**src/rpc_unused_guard.sv**
```systemverilog
// Holds no logic: the whole block sits in rpc_top

```
**src/rpc_pkg.sv**
```systemverilog
// Shared constants, types and register map of the reset and power controller
package rpc_pkg;

  // ---------------------------------------------------------------
  // Register bus geometry and map
  // ---------------------------------------------------------------
  localparam int          ADDR_W        = 4;
  localparam int          DATA_W        = 8;
  localparam int          NUM_PORTS     = 4;
  localparam logic [3:0]  ADDR_PORT0    = 4'h0;
  localparam logic [3:0]  ADDR_PORT3    = 4'h3;
  localparam logic [3:0]  ADDR_SP       = 4'h4;
  localparam logic [3:0]  ADDR_PWR_CTL  = 4'h5;
  localparam logic [3:0]  ADDR_SER_BUF  = 4'h6;
  localparam logic [3:0]  ADDR_GEN_SFR  = 4'h7;
  localparam logic [3:0]  ADDR_STATUS   = 4'h8;

  // ---------------------------------------------------------------
  // Reset values and field positions
  // ---------------------------------------------------------------
  localparam logic [7:0]  PORT_RST_VAL  = 8'hff;
  localparam logic [7:0]  SP_RST_VAL    = 8'h07;
  localparam logic [7:0]  SFR_RST_VAL   = 8'h00;
  localparam logic [7:0]  PWR_KEEP_MASK = 8'h10;
  localparam int          IDLE_BIT      = 0;
  localparam int          PDOWN_BIT     = 1;
  localparam logic [7:0]  READ_ZERO     = 8'h00;

  // ---------------------------------------------------------------
  // Machine cycle timing: six states of two phases
  // ---------------------------------------------------------------
  localparam logic [2:0]  LAST_STATE    = 3'h5;
  localparam logic [2:0]  FIRST_STATE   = 3'h0;
  localparam logic [2:0]  SAMPLE_STATE  = 3'h4;
  localparam logic        SAMPLE_PHASE  = 1'b1;
  localparam int          RST_QUAL_MC   = 2;
  localparam int          GLITCH_CYC    = 4;

  // ---------------------------------------------------------------
  // Types
  // ---------------------------------------------------------------
  typedef enum logic [1:0] {
    RPC_RUN,
    RPC_IDLE,
    RPC_DOWN
  } rpc_mode_e;

  typedef struct packed {
    logic [NUM_PORTS-1:0][7:0] port_latch;
    logic [7:0]                stack_ptr;
  } rpc_sfr_view_s;

  typedef struct packed {
    logic       sys_rst;
    logic       osc_run;
    rpc_mode_e  mode;
    logic       phase;
    logic [2:0] state;
  } rpc_status_s;

endpackage : rpc_pkg

```
**src/rpc_top.sv**
```systemverilog
// Clock conditioning, power modes and reset sequencing of the controller core
`timescale 1ns/1ps
module rpc_top
  import rpc_pkg::*;
#(
  parameter int GLITCH_CYCLES = GLITCH_CYC,
  parameter int QUAL_CYCLES   = RST_QUAL_MC
) (
  input  wire logic              mclk_i,
  input  wire logic              rstn_i,
  input  wire logic              ext_rst_i,
  input  wire logic              irq_i,
  input  wire logic [ADDR_W-1:0] addr_i,
  input  wire logic [DATA_W-1:0] wdata_i,
  input  wire logic              wr_i,
  input  wire logic              rd_i,
  output logic      [DATA_W-1:0] rdata_o,
  output logic                   cpu_clk_en_o,
  output logic                   periph_clk_en_o,
  output logic                   osc_run_o,
  output logic                   sys_rst_o,
  output logic                   ale_weak_high_o,
  output logic                   program_fetch_strobe_weak_high_o,
  output rpc_sfr_view_s          sfr_o,
  output rpc_status_s            status_o
);

  // ---------------------------------------------------------------
  // Helpers
  // ---------------------------------------------------------------
  function automatic logic is_sample_point(input logic [2:0] st, input logic ph);
    is_sample_point = (st == SAMPLE_STATE) && (ph == SAMPLE_PHASE);
  endfunction : is_sample_point

  function automatic logic is_port_addr(input logic [ADDR_W-1:0] a);
    is_port_addr = (a >= ADDR_PORT0) && (a <= ADDR_PORT3);
  endfunction : is_port_addr

  localparam int FLT_W = $clog2(GLITCH_CYCLES + 1);
  localparam int QC_W  = $clog2(QUAL_CYCLES + 1);
  localparam logic [FLT_W-1:0] FLT_LAST = FLT_W'(GLITCH_CYCLES - 1);
  localparam logic [QC_W-1:0]  QC_FULL  = QC_W'(QUAL_CYCLES);
  localparam logic [QC_W-1:0]  QC_PREV  = QC_W'(QUAL_CYCLES - 1);

  // ---------------------------------------------------------------
  // Declarations
  // ---------------------------------------------------------------
  logic                        phase;
  logic [2:0]                  state;
  logic                        osc_run;
  logic                        tick_state;
  logic                        sample_now;
  logic [FLT_W-1:0]            flt_cnt;
  logic                        rst_level;
  logic [QC_W-1:0]             qual_cnt;
  logic                        sys_rst;
  rpc_mode_e                   mode;
  logic [7:0]                  pwr_ctl;
  logic [NUM_PORTS-1:0][7:0]   port_latch;
  logic [7:0]                  stack_ptr;
  logic [7:0]                  ser_buf;
  logic [7:0]                  gen_sfr;
  logic                        wr_ok;
  logic [7:0]                  next_rdata;
  rpc_status_s                 status;

  assign tick_state = osc_run && phase;
  assign sample_now = osc_run && is_sample_point(state, phase);
  assign wr_ok      = wr_i && !sys_rst;

  // ---------------------------------------------------------------
  // Oscillator run control
  // ---------------------------------------------------------------
  // Filtered reset restarts a stopped oscillator so it can be qualified
  always_ff @(posedge mclk_i or negedge rstn_i) begin
    if (!rstn_i) begin
      osc_run <= 1'b1;
    end else if (rst_level) begin
      osc_run <= 1'b1;
    end else if (mode == RPC_DOWN) begin
      osc_run <= 1'b0;
    end
  end

  // ---------------------------------------------------------------
  // Phase and state sequencer
  // ---------------------------------------------------------------
  always_ff @(posedge mclk_i or negedge rstn_i) begin
    if (!rstn_i) begin
      phase <= 1'b0;
    end else if (osc_run) begin
      phase <= ~phase;
    end
  end

  always_ff @(posedge mclk_i or negedge rstn_i) begin
    if (!rstn_i) begin
      state <= FIRST_STATE;
    end else if (tick_state) begin
      state <= (state == LAST_STATE) ? FIRST_STATE : state + 3'h1;
    end
  end

  // ---------------------------------------------------------------
  // Reset input glitch filter
  // ---------------------------------------------------------------
  // Level changes only after the input holds its new value long enough
  always_ff @(posedge mclk_i or negedge rstn_i) begin
    if (!rstn_i) begin
      flt_cnt   <= '0;
      rst_level <= 1'b0;
    end else if (ext_rst_i == rst_level) begin
      flt_cnt   <= '0;
    end else if (flt_cnt == FLT_LAST) begin
      flt_cnt   <= '0;
      rst_level <= ext_rst_i;
    end else begin
      flt_cnt   <= flt_cnt + FLT_W'(1);
    end
  end

  // ---------------------------------------------------------------
  // Reset qualification at the sample point
  // ---------------------------------------------------------------
  // Consecutive high samples, held once full
  always_ff @(posedge mclk_i or negedge rstn_i) begin
    if (!rstn_i) begin
      qual_cnt <= '0;
    end else if (sample_now) begin
      if (!rst_level) begin
        qual_cnt <= '0;
      end else if (qual_cnt != QC_FULL) begin
        qual_cnt <= qual_cnt + QC_W'(1);
      end
    end
  end

  always_ff @(posedge mclk_i or negedge rstn_i) begin
    if (!rstn_i) begin
      sys_rst <= 1'b1;
    end else if (sample_now) begin
      // Compare against one less, as this sample is not yet counted in qual_cnt
      sys_rst <= rst_level && (qual_cnt >= QC_PREV);
    end
  end

  // ---------------------------------------------------------------
  // Power mode
  // ---------------------------------------------------------------
  // Power-down outranks idle when both request bits are set
  always_ff @(posedge mclk_i or negedge rstn_i) begin
    if (!rstn_i) begin
      mode <= RPC_RUN;
    end else if (sys_rst) begin
      mode <= RPC_RUN;
    end else begin
      unique case (mode)
        RPC_RUN: begin
          if (pwr_ctl[PDOWN_BIT]) begin
            mode <= RPC_DOWN;
          end else if (pwr_ctl[IDLE_BIT]) begin
            mode <= RPC_IDLE;
          end
        end
        RPC_IDLE: begin
          if (irq_i) begin
            mode <= RPC_RUN;
          end
        end
        RPC_DOWN: begin
          mode <= RPC_DOWN;
        end
        default: begin
          mode <= RPC_RUN;
        end
      endcase
    end
  end

  // ---------------------------------------------------------------
  // Power control register
  // ---------------------------------------------------------------
  always_ff @(posedge mclk_i or negedge rstn_i) begin
    if (!rstn_i) begin
      pwr_ctl <= SFR_RST_VAL;
    end else if (sys_rst) begin
      pwr_ctl <= pwr_ctl & PWR_KEEP_MASK;
    end else if (wr_ok && addr_i == ADDR_PWR_CTL) begin
      pwr_ctl <= wdata_i;
    end else if (mode == RPC_IDLE && irq_i && !pwr_ctl[PDOWN_BIT]) begin
      pwr_ctl[IDLE_BIT] <= 1'b0;
    end
  end

  // ---------------------------------------------------------------
  // Special function registers
  // ---------------------------------------------------------------
  genvar gp;
  generate
    for (gp = 0; gp < NUM_PORTS; gp++) begin : g_port
      always_ff @(posedge mclk_i or negedge rstn_i) begin
        if (!rstn_i) begin
          port_latch[gp] <= PORT_RST_VAL;
        end else if (sys_rst) begin
          port_latch[gp] <= PORT_RST_VAL;
        end else if (wr_ok && addr_i == ADDR_PORT0 + ADDR_W'(gp)) begin
          port_latch[gp] <= wdata_i;
        end
      end
    end
  endgenerate

  always_ff @(posedge mclk_i or negedge rstn_i) begin
    if (!rstn_i) begin
      stack_ptr <= SP_RST_VAL;
    end else if (sys_rst) begin
      stack_ptr <= SP_RST_VAL;
    end else if (wr_ok && addr_i == ADDR_SP) begin
      stack_ptr <= wdata_i;
    end
  end

  always_ff @(posedge mclk_i or negedge rstn_i) begin
    if (!rstn_i) begin
      gen_sfr <= SFR_RST_VAL;
    end else if (sys_rst) begin
      gen_sfr <= SFR_RST_VAL;
    end else if (wr_ok && addr_i == ADDR_GEN_SFR) begin
      gen_sfr <= wdata_i;
    end
  end

  // Serial buffer survives the qualified reset, only power-on clears it
  always_ff @(posedge mclk_i or negedge rstn_i) begin
    if (!rstn_i) begin
      ser_buf <= SFR_RST_VAL;
    end else if (wr_ok && addr_i == ADDR_SER_BUF) begin
      ser_buf <= wdata_i;
    end
  end

  // ---------------------------------------------------------------
  // Register read port
  // ---------------------------------------------------------------
  assign status = '{sys_rst: sys_rst, osc_run: osc_run, mode: mode, phase: phase, state: state};

  always_comb begin
    next_rdata = READ_ZERO;
    if (is_port_addr(addr_i)) begin
      next_rdata = port_latch[addr_i[1:0]];
    end else begin
      unique case (addr_i)
        ADDR_SP:      next_rdata = stack_ptr;
        ADDR_PWR_CTL: next_rdata = pwr_ctl;
        ADDR_SER_BUF: next_rdata = ser_buf;
        ADDR_GEN_SFR: next_rdata = gen_sfr;
        ADDR_STATUS:  next_rdata = status;
        default:      next_rdata = READ_ZERO;
      endcase
    end
  end

  // Read data stand in each cycle that follows a cycle with rd_i high, zero otherwise
  always_ff @(posedge mclk_i or negedge rstn_i) begin
    if (!rstn_i) begin
      rdata_o <= READ_ZERO;
    end else if (rd_i) begin
      rdata_o <= next_rdata;
    end else begin
      rdata_o <= READ_ZERO;
    end
  end

  // ---------------------------------------------------------------
  // Clock enables and outputs
  // ---------------------------------------------------------------
  // One shared tick keeps peripherals in step with the processor
  assign cpu_clk_en_o    = tick_state && (mode == RPC_RUN);
  assign periph_clk_en_o = tick_state && (mode != RPC_DOWN);
  assign osc_run_o       = osc_run;
  assign sys_rst_o       = sys_rst;
  assign ale_weak_high_o = sys_rst;
  assign program_fetch_strobe_weak_high_o = sys_rst;
  assign sfr_o           = '{port_latch: port_latch, stack_ptr: stack_ptr};
  assign status_o        = status;

endmodule : rpc_top

```
**config.mk**
```make
export PLATFORM = sky130hd
export DESIGN_NAME = rpc_top
export DESIGN_NICKNAME = d
export VERILOG_FILES = /design/src/rpc_unused_guard.sv /design/src/rpc_pkg.sv /design/src/rpc_top.sv
export SDC_FILE = /design/constraint.sdc
export NUM_CORES = 1
export LEC_CHECK = 0
export CAP_MARGIN = 10
export CORE_MARGIN = 4
export CORE_UTILIZATION = 40
export CTS_BUF_LIST = sky130_fd_sc_hd__clkbuf_8 sky130_fd_sc_hd__clkbuf_16
export DETAILED_ROUTE_END_ITERATION = 8
export DONT_BUFFER_PORTS = 1
export HOLD_SLACK_MARGIN = 0.05
export PLACE_DENSITY = 0.51
export SYNTH_ARGS = -nofsm -noshare
export SYNTH_HDL_FRONTEND = slang
export SYNTH_SLANG_ARGS = --single-unit
```
**constraint.sdc**
```tcl
create_clock -name mclk_i -period 1.95 [get_ports mclk_i]
set_clock_uncertainty 0.05 [all_clocks]
set_input_delay 0.2925 -clock mclk_i [delete_from_list [all_inputs] [get_ports mclk_i]]
set_output_delay 0.2925 -clock mclk_i [all_outputs]
set_load 0.1 [all_outputs]
```
---- Yosys cells after proc, flatten, opt, wreduce, memory -nomap -nowiden ----
Index checks and enable logic that the tools add are counted.
word-level totals
  input port bits ......................... 18
  output and inout bits ................... 62
  register bits after elaboration ......... 86
  word-level logic and storage cells ...... 116
cells by class
  $lt $le $gt $ge ......................... 4
  $add $sub $neg .......................... 3
  multiplexer cells ....................... 33
  reduce and logical (&&, ||, !) cells .... 35
  bitwise gates (word level) .............. 3
  eq/ne operators ......................... 19
operators with widths
  operator                                                                           number
  8-bit two-way mux                                                                  16
  8-bit one-hot mux with 5 select lines                                              1
  1-bit logical AND                                                                  18
  8-bit binary-select mux with 2-bit select                                          1
  4-bit by 3-bit == test with 1-bit output (second input constant)                   4
  2-bit nonzero test                                                                 8
  2-bit two-way mux                                                                  6
  3-bit two-way mux                                                                  3
  4-bit by 2-bit == test with 1-bit output (second input constant)                   2
  2-bit AND reduction                                                                4
  7-bit two-way mux                                                                  1
  3-bit by 1-bit adder with 3-bit output (second input constant)                     2
  3-bit == test (second input constant)                                              2
  2-bit one-hot mux with 3 select lines                                              1
  4-bit by 1-bit == test with 1-bit output (second input constant)                   1
  4-bit == test (second input constant)                                              1
  4-bit by 1-bit >= comparator with 1-bit output (second input constant)             1
  4-bit by 2-bit less-or-equal comparator with 1-bit output (second input constant)  1
  4-bit zero test                                                                    1
  1-bit two-way mux                                                                  4
  2-bit != test (second input constant)                                              2
  4-bit != test (second input constant)                                              1
  3-bit by 2-bit == test with 1-bit output (second input constant)                   1
  2-bit by 3-bit less-than comparator with 1-bit output (second input constant)      1
  11 further kinds                                                                   14

---- Longest topological paths before layout ----
  word-level depth ........................ 6
  mapped depth ............................ 7
  gate-level depth less buffers ........... 5

---- Least setup slack after synthesis ----
No wires, ideal clock.
  path type ............................... register to output
  start ................................... reg osc_run, in the netlist osc_run_o
  end ..................................... out cpu_clk_en_o
  stages on the path, launching flop included .. 3
  path buffers ............................ 0
  required time ........................... 1.607 ns
  path slack .............................. -1.505 ns
  arrival ................................. 3.112 ns
  cell sequence ........................... dfstp_2 -> nand2_2 -> nor3_1
between the ends
  cells in the longest elaborated chain, start to end .. 2
ends and longest elaborated chain
  element                   RTL line        source
  start: declaration        rpc_top.sv:50   logic osc_run;
  start signal: assignment  rpc_top.sv:77   osc_run <= 1'b1;
  start signal: assignment  rpc_top.sv:79   osc_run <= 1'b1;
  start signal: assignment  rpc_top.sv:81   osc_run <= 1'b0;
  1-bit logical AND         rpc_top.sv:67   assign tick_state = osc_run && phase;
  1-bit logical AND         rpc_top.sv:278  assign cpu_clk_en_o = tick_state && (mode == RPC_RUN);
  end: declaration          rpc_top.sv:18   output logic cpu_clk_en_o,
No other way between the ends.

---- Worst setup path after layout ----
Ends and elaborated chain as after synthesis.

==> results.sh <==
export IMPL_outcome="finished, violations left"
export IMPL_failed_checks="negative hold slack"
export IMPL_rows=36
export IMPL_period_share_pct=95.5
export IMPL_maxSlewViolCount=0
export IMPL_coreArea_sq_mm=0.00991
export IMPL_antenna_found_initial=0
export IMPL_drv_cap=0
export IMPL_drc=0
export IMPL_ys_types=49
export IMPL_cts_tree="done"
export IMPL_drive_gt1_share_pct=37.4
export IMPL_fin_nets=446
export IMPL_use_met3_pct=5.58
export IMPL_critPathKind="reg -> out"
export IMPL_syn_nets=385
export IMPL_routed_wl_um=11500
export IMPL_dpl_hpwl_um=7860
export IMPL_syn_avg_cell_area_sq_um=11.3
export IMPL_clock_path_buffers=2
export IMPL_wire_per_inst_um=20.4
export IMPL_viasPerCell=5.62
export IMPL_hp_class="in -> async"
export IMPL_grt_pass1_wl_um=17800
export IMPL_slew_headroom_pct=63.7
export IMPL_fin_cells=563
export IMPL_die_w_um=109
export IMPL_cts_setup_buffers=0
export IMPL_die_area_sq_mm=0.0120
export IMPL_clock_root_buffer="clkbuf_8"
export IMPL_crit_path_start_kind="register"
export IMPL_syn_inst=364
export IMPL_cts_num_sinks=86
export IMPL_fin_area_sq_mm=0.00500
export IMPL_met2_usage_pct=29.9
export IMPL_area_delta_synth_final_pct=21.4
export IMPL_syn_area_sq_mm=0.00412
export IMPL_worst_path_max_fanout=7
export IMPL_worst_slew_pin_transition_ns=0.549
export IMPL_port_buffers=0
export IMPL_rsz0062_at_grt="no"
export IMPL_cts_hold_buf=10
export IMPL_clkLatencyLatePin_ns=0.36
export IMPL_vias=3163
export IMPL_initial_core_util_pct=41.5
export IMPL_crit_arrival_ns=1.52
export IMPL_gp_congestion=0.773
export IMPL_hold_ws_ns=-0.429
export IMPL_synth_ff_type="dfrtp_1"
export IMPL_grt_busiest_layer="met2"
export IMPL_drt_pass1_iter_count=5
export IMPL_worstSetupEndpointType="primary output"
export IMPL_final_hold_violation_count=86
export IMPL_synth_seq_cells=86
export IMPL_overflow=0
export IMPL_fmax_ghz=0.537
export IMPL_placedCellCount=537
export IMPL_dr_first_iter_drc_count=187
export IMPL_period_minus_slack_ns=1.86
export IMPL_diodes=0
export IMPL_setup_viol=0
export IMPL_htree_levels=3
export IMPL_async_reset_ff_share_pct=100
export IMPL_drtAntennaViolNets=0
export IMPL_ys_seq_area_share_pct=53.4
export IMPL_grt_pass1_vias=3015
export IMPL_grt_usage_pct=20.0
export IMPL_use_met1_pct=28.8
export IMPL_clk_pin_slew_ns=0.08
export IMPL_dpl_cell_area_sq_mm=0.00469
export IMPL_synth_warnings=0
export IMPL_num_io_pins=80
export IMPL_synth_edf_count=0
export IMPL_cp_required_ns=1.61
export IMPL_grt_max_degree=87
export IMPL_fp_dieH_um=109
export IMPL_cts_made_buffers=9
flip-flops by register name, summed over array words and instances (netlist names):
register and cells:
ale_weak_high_o 1, flt_cnt 3, gen_sfr 8, mode 2
osc_run_o 1, phase 1, pwr_ctl 8, qual_cnt 2
rdata_o 8, rst_level 1, ser_buf 8, sfr_o 32
stack_ptr 8, state 3
per-stage QoR:
stage               hold slack, ns  worst slack, ns  utilization (%)  TNS, ns
finish                      -0.429           0.0880             50.4        0
detailed placement         -0.0475            0.203             47.3        0
CTS                         -0.438           0.0296             50.4        0
global placement           -0.0476            0.226             47.3        0
global route                -0.448           0.0326             50.4        0
floorplan                  -0.0531           -0.180                -   -0.180
critical path, cell delays in order, from the launching register on:
cell and delay, ns:
dfstp_4 0.66, nand2_2 0.12, nor3_4 0.18, buf_12 0.20
logic make-up after synthesis:
logic type | share of synthesized area (%)
AO/OA/AOI/OAI | 15.8
AND/OR/NAND/NOR | 12.7
multiplexers | 10.9
adder cells (fa/ha/maj) | 0.912
flip-flops | 53.4
buffers and inverters | 5.59
XOR/XNOR | 0.639
worst paths after layout:
kind	slack, ns	endpoint	cells after the start	start
setup / recovery	0.09	cpu_clk_en_o	3	osc_run_o
hold / removal	-0.43	stack_ptr[4]	0	rstn_i
setup reg to reg	0.19	qual_cnt[0]	3	osc_run_o
hold reg to reg	0.41	flt_cnt[0]	1	flt_cnt[0]
max in group asynchronous	2.01	stack_ptr[0]	0	rstn_i
min in group mclk_i	0.05	stack_ptr[4]	2	wdata_i[4]
layout make-up:
| cell class | count | area (sq um) |
|---|---|---|
| Fill cell | 918 | 4910 |
| Sequential cell | 86 | 2210 |
| Multi-Input combinational cell | 235 | 1710 |
| Timing Repair Buffer | 79 | 656 |
| Clock buffer | 12 | 188 |
| Tap cell | 133 | 166 |
| Inverter | 14 | 52.6 |
| Clock inverter | 4 | 17.5 |
routing by layer:
layer / part of all wire [%] / vias to the layer above
met5: 0 / -
met4: 1.0 / 0
met3: 7.4 / 9
met2: 46 / 108
met1: 46 / 1598
li1: - / 1448
synth_stat cells (2+ instances only):
cell       n  area (sq um)
nand3_1   11          55.1
nor2_1    17          63.8
mux2i_1    9          90.1
nand4_1    3          18.8
ha_1       3          37.5
mux2_2    16           180
nor2b_1    4          25.0
a21oi_1   12          60.1
buf_6      3          33.8
a221oi_1   3          26.3
a22o_2     2          20.0
or2_2      2          12.5
a211o_1   11          96.3
inv_1     14          52.6
buf_2      4          20.0
nand2b_1   2          12.5
mux4_2     8           180
nor2b_2    2          17.5
o211a_1    5          50.1
o21ai_1    4          20.0
dfstp_2   37           972
dfrtp_1   49          1230
o21ai_0   52           260
nor3_1    14          70.1
nand2_1   10          37.5
o22ai_1    4          25.0
buf_4     11          82.6
xnor2_1    2          17.5
a22oi_1    4          30.0
a31oi_1    4          25.0
nand3b_1  15           113
clkbuf_1  10          37.5
what timing repair did:
action,CTS,global route
setup endpoints to repair,0,1
endpoints found under the hold margin,108,86
gates resized for setup,0,0
cell usage in the layout (no fill, tap or decap), drive strengths merged, types with 9 or more instances in the layout:
cell	count
clkbuf	12
dfstp	37
dlygate4sd3	10
dfrtp	49
a21oi	12
inv	16
mux2	16
o21ai	56
buf	69
nor3	15
nand3	11
nor2	19
mux2i	9
nand3b	15
a211o	11
nand2	11
Power is not shown: default switching activity piles up to over one toggle a cycle in this logic, so the estimate is an artifact.
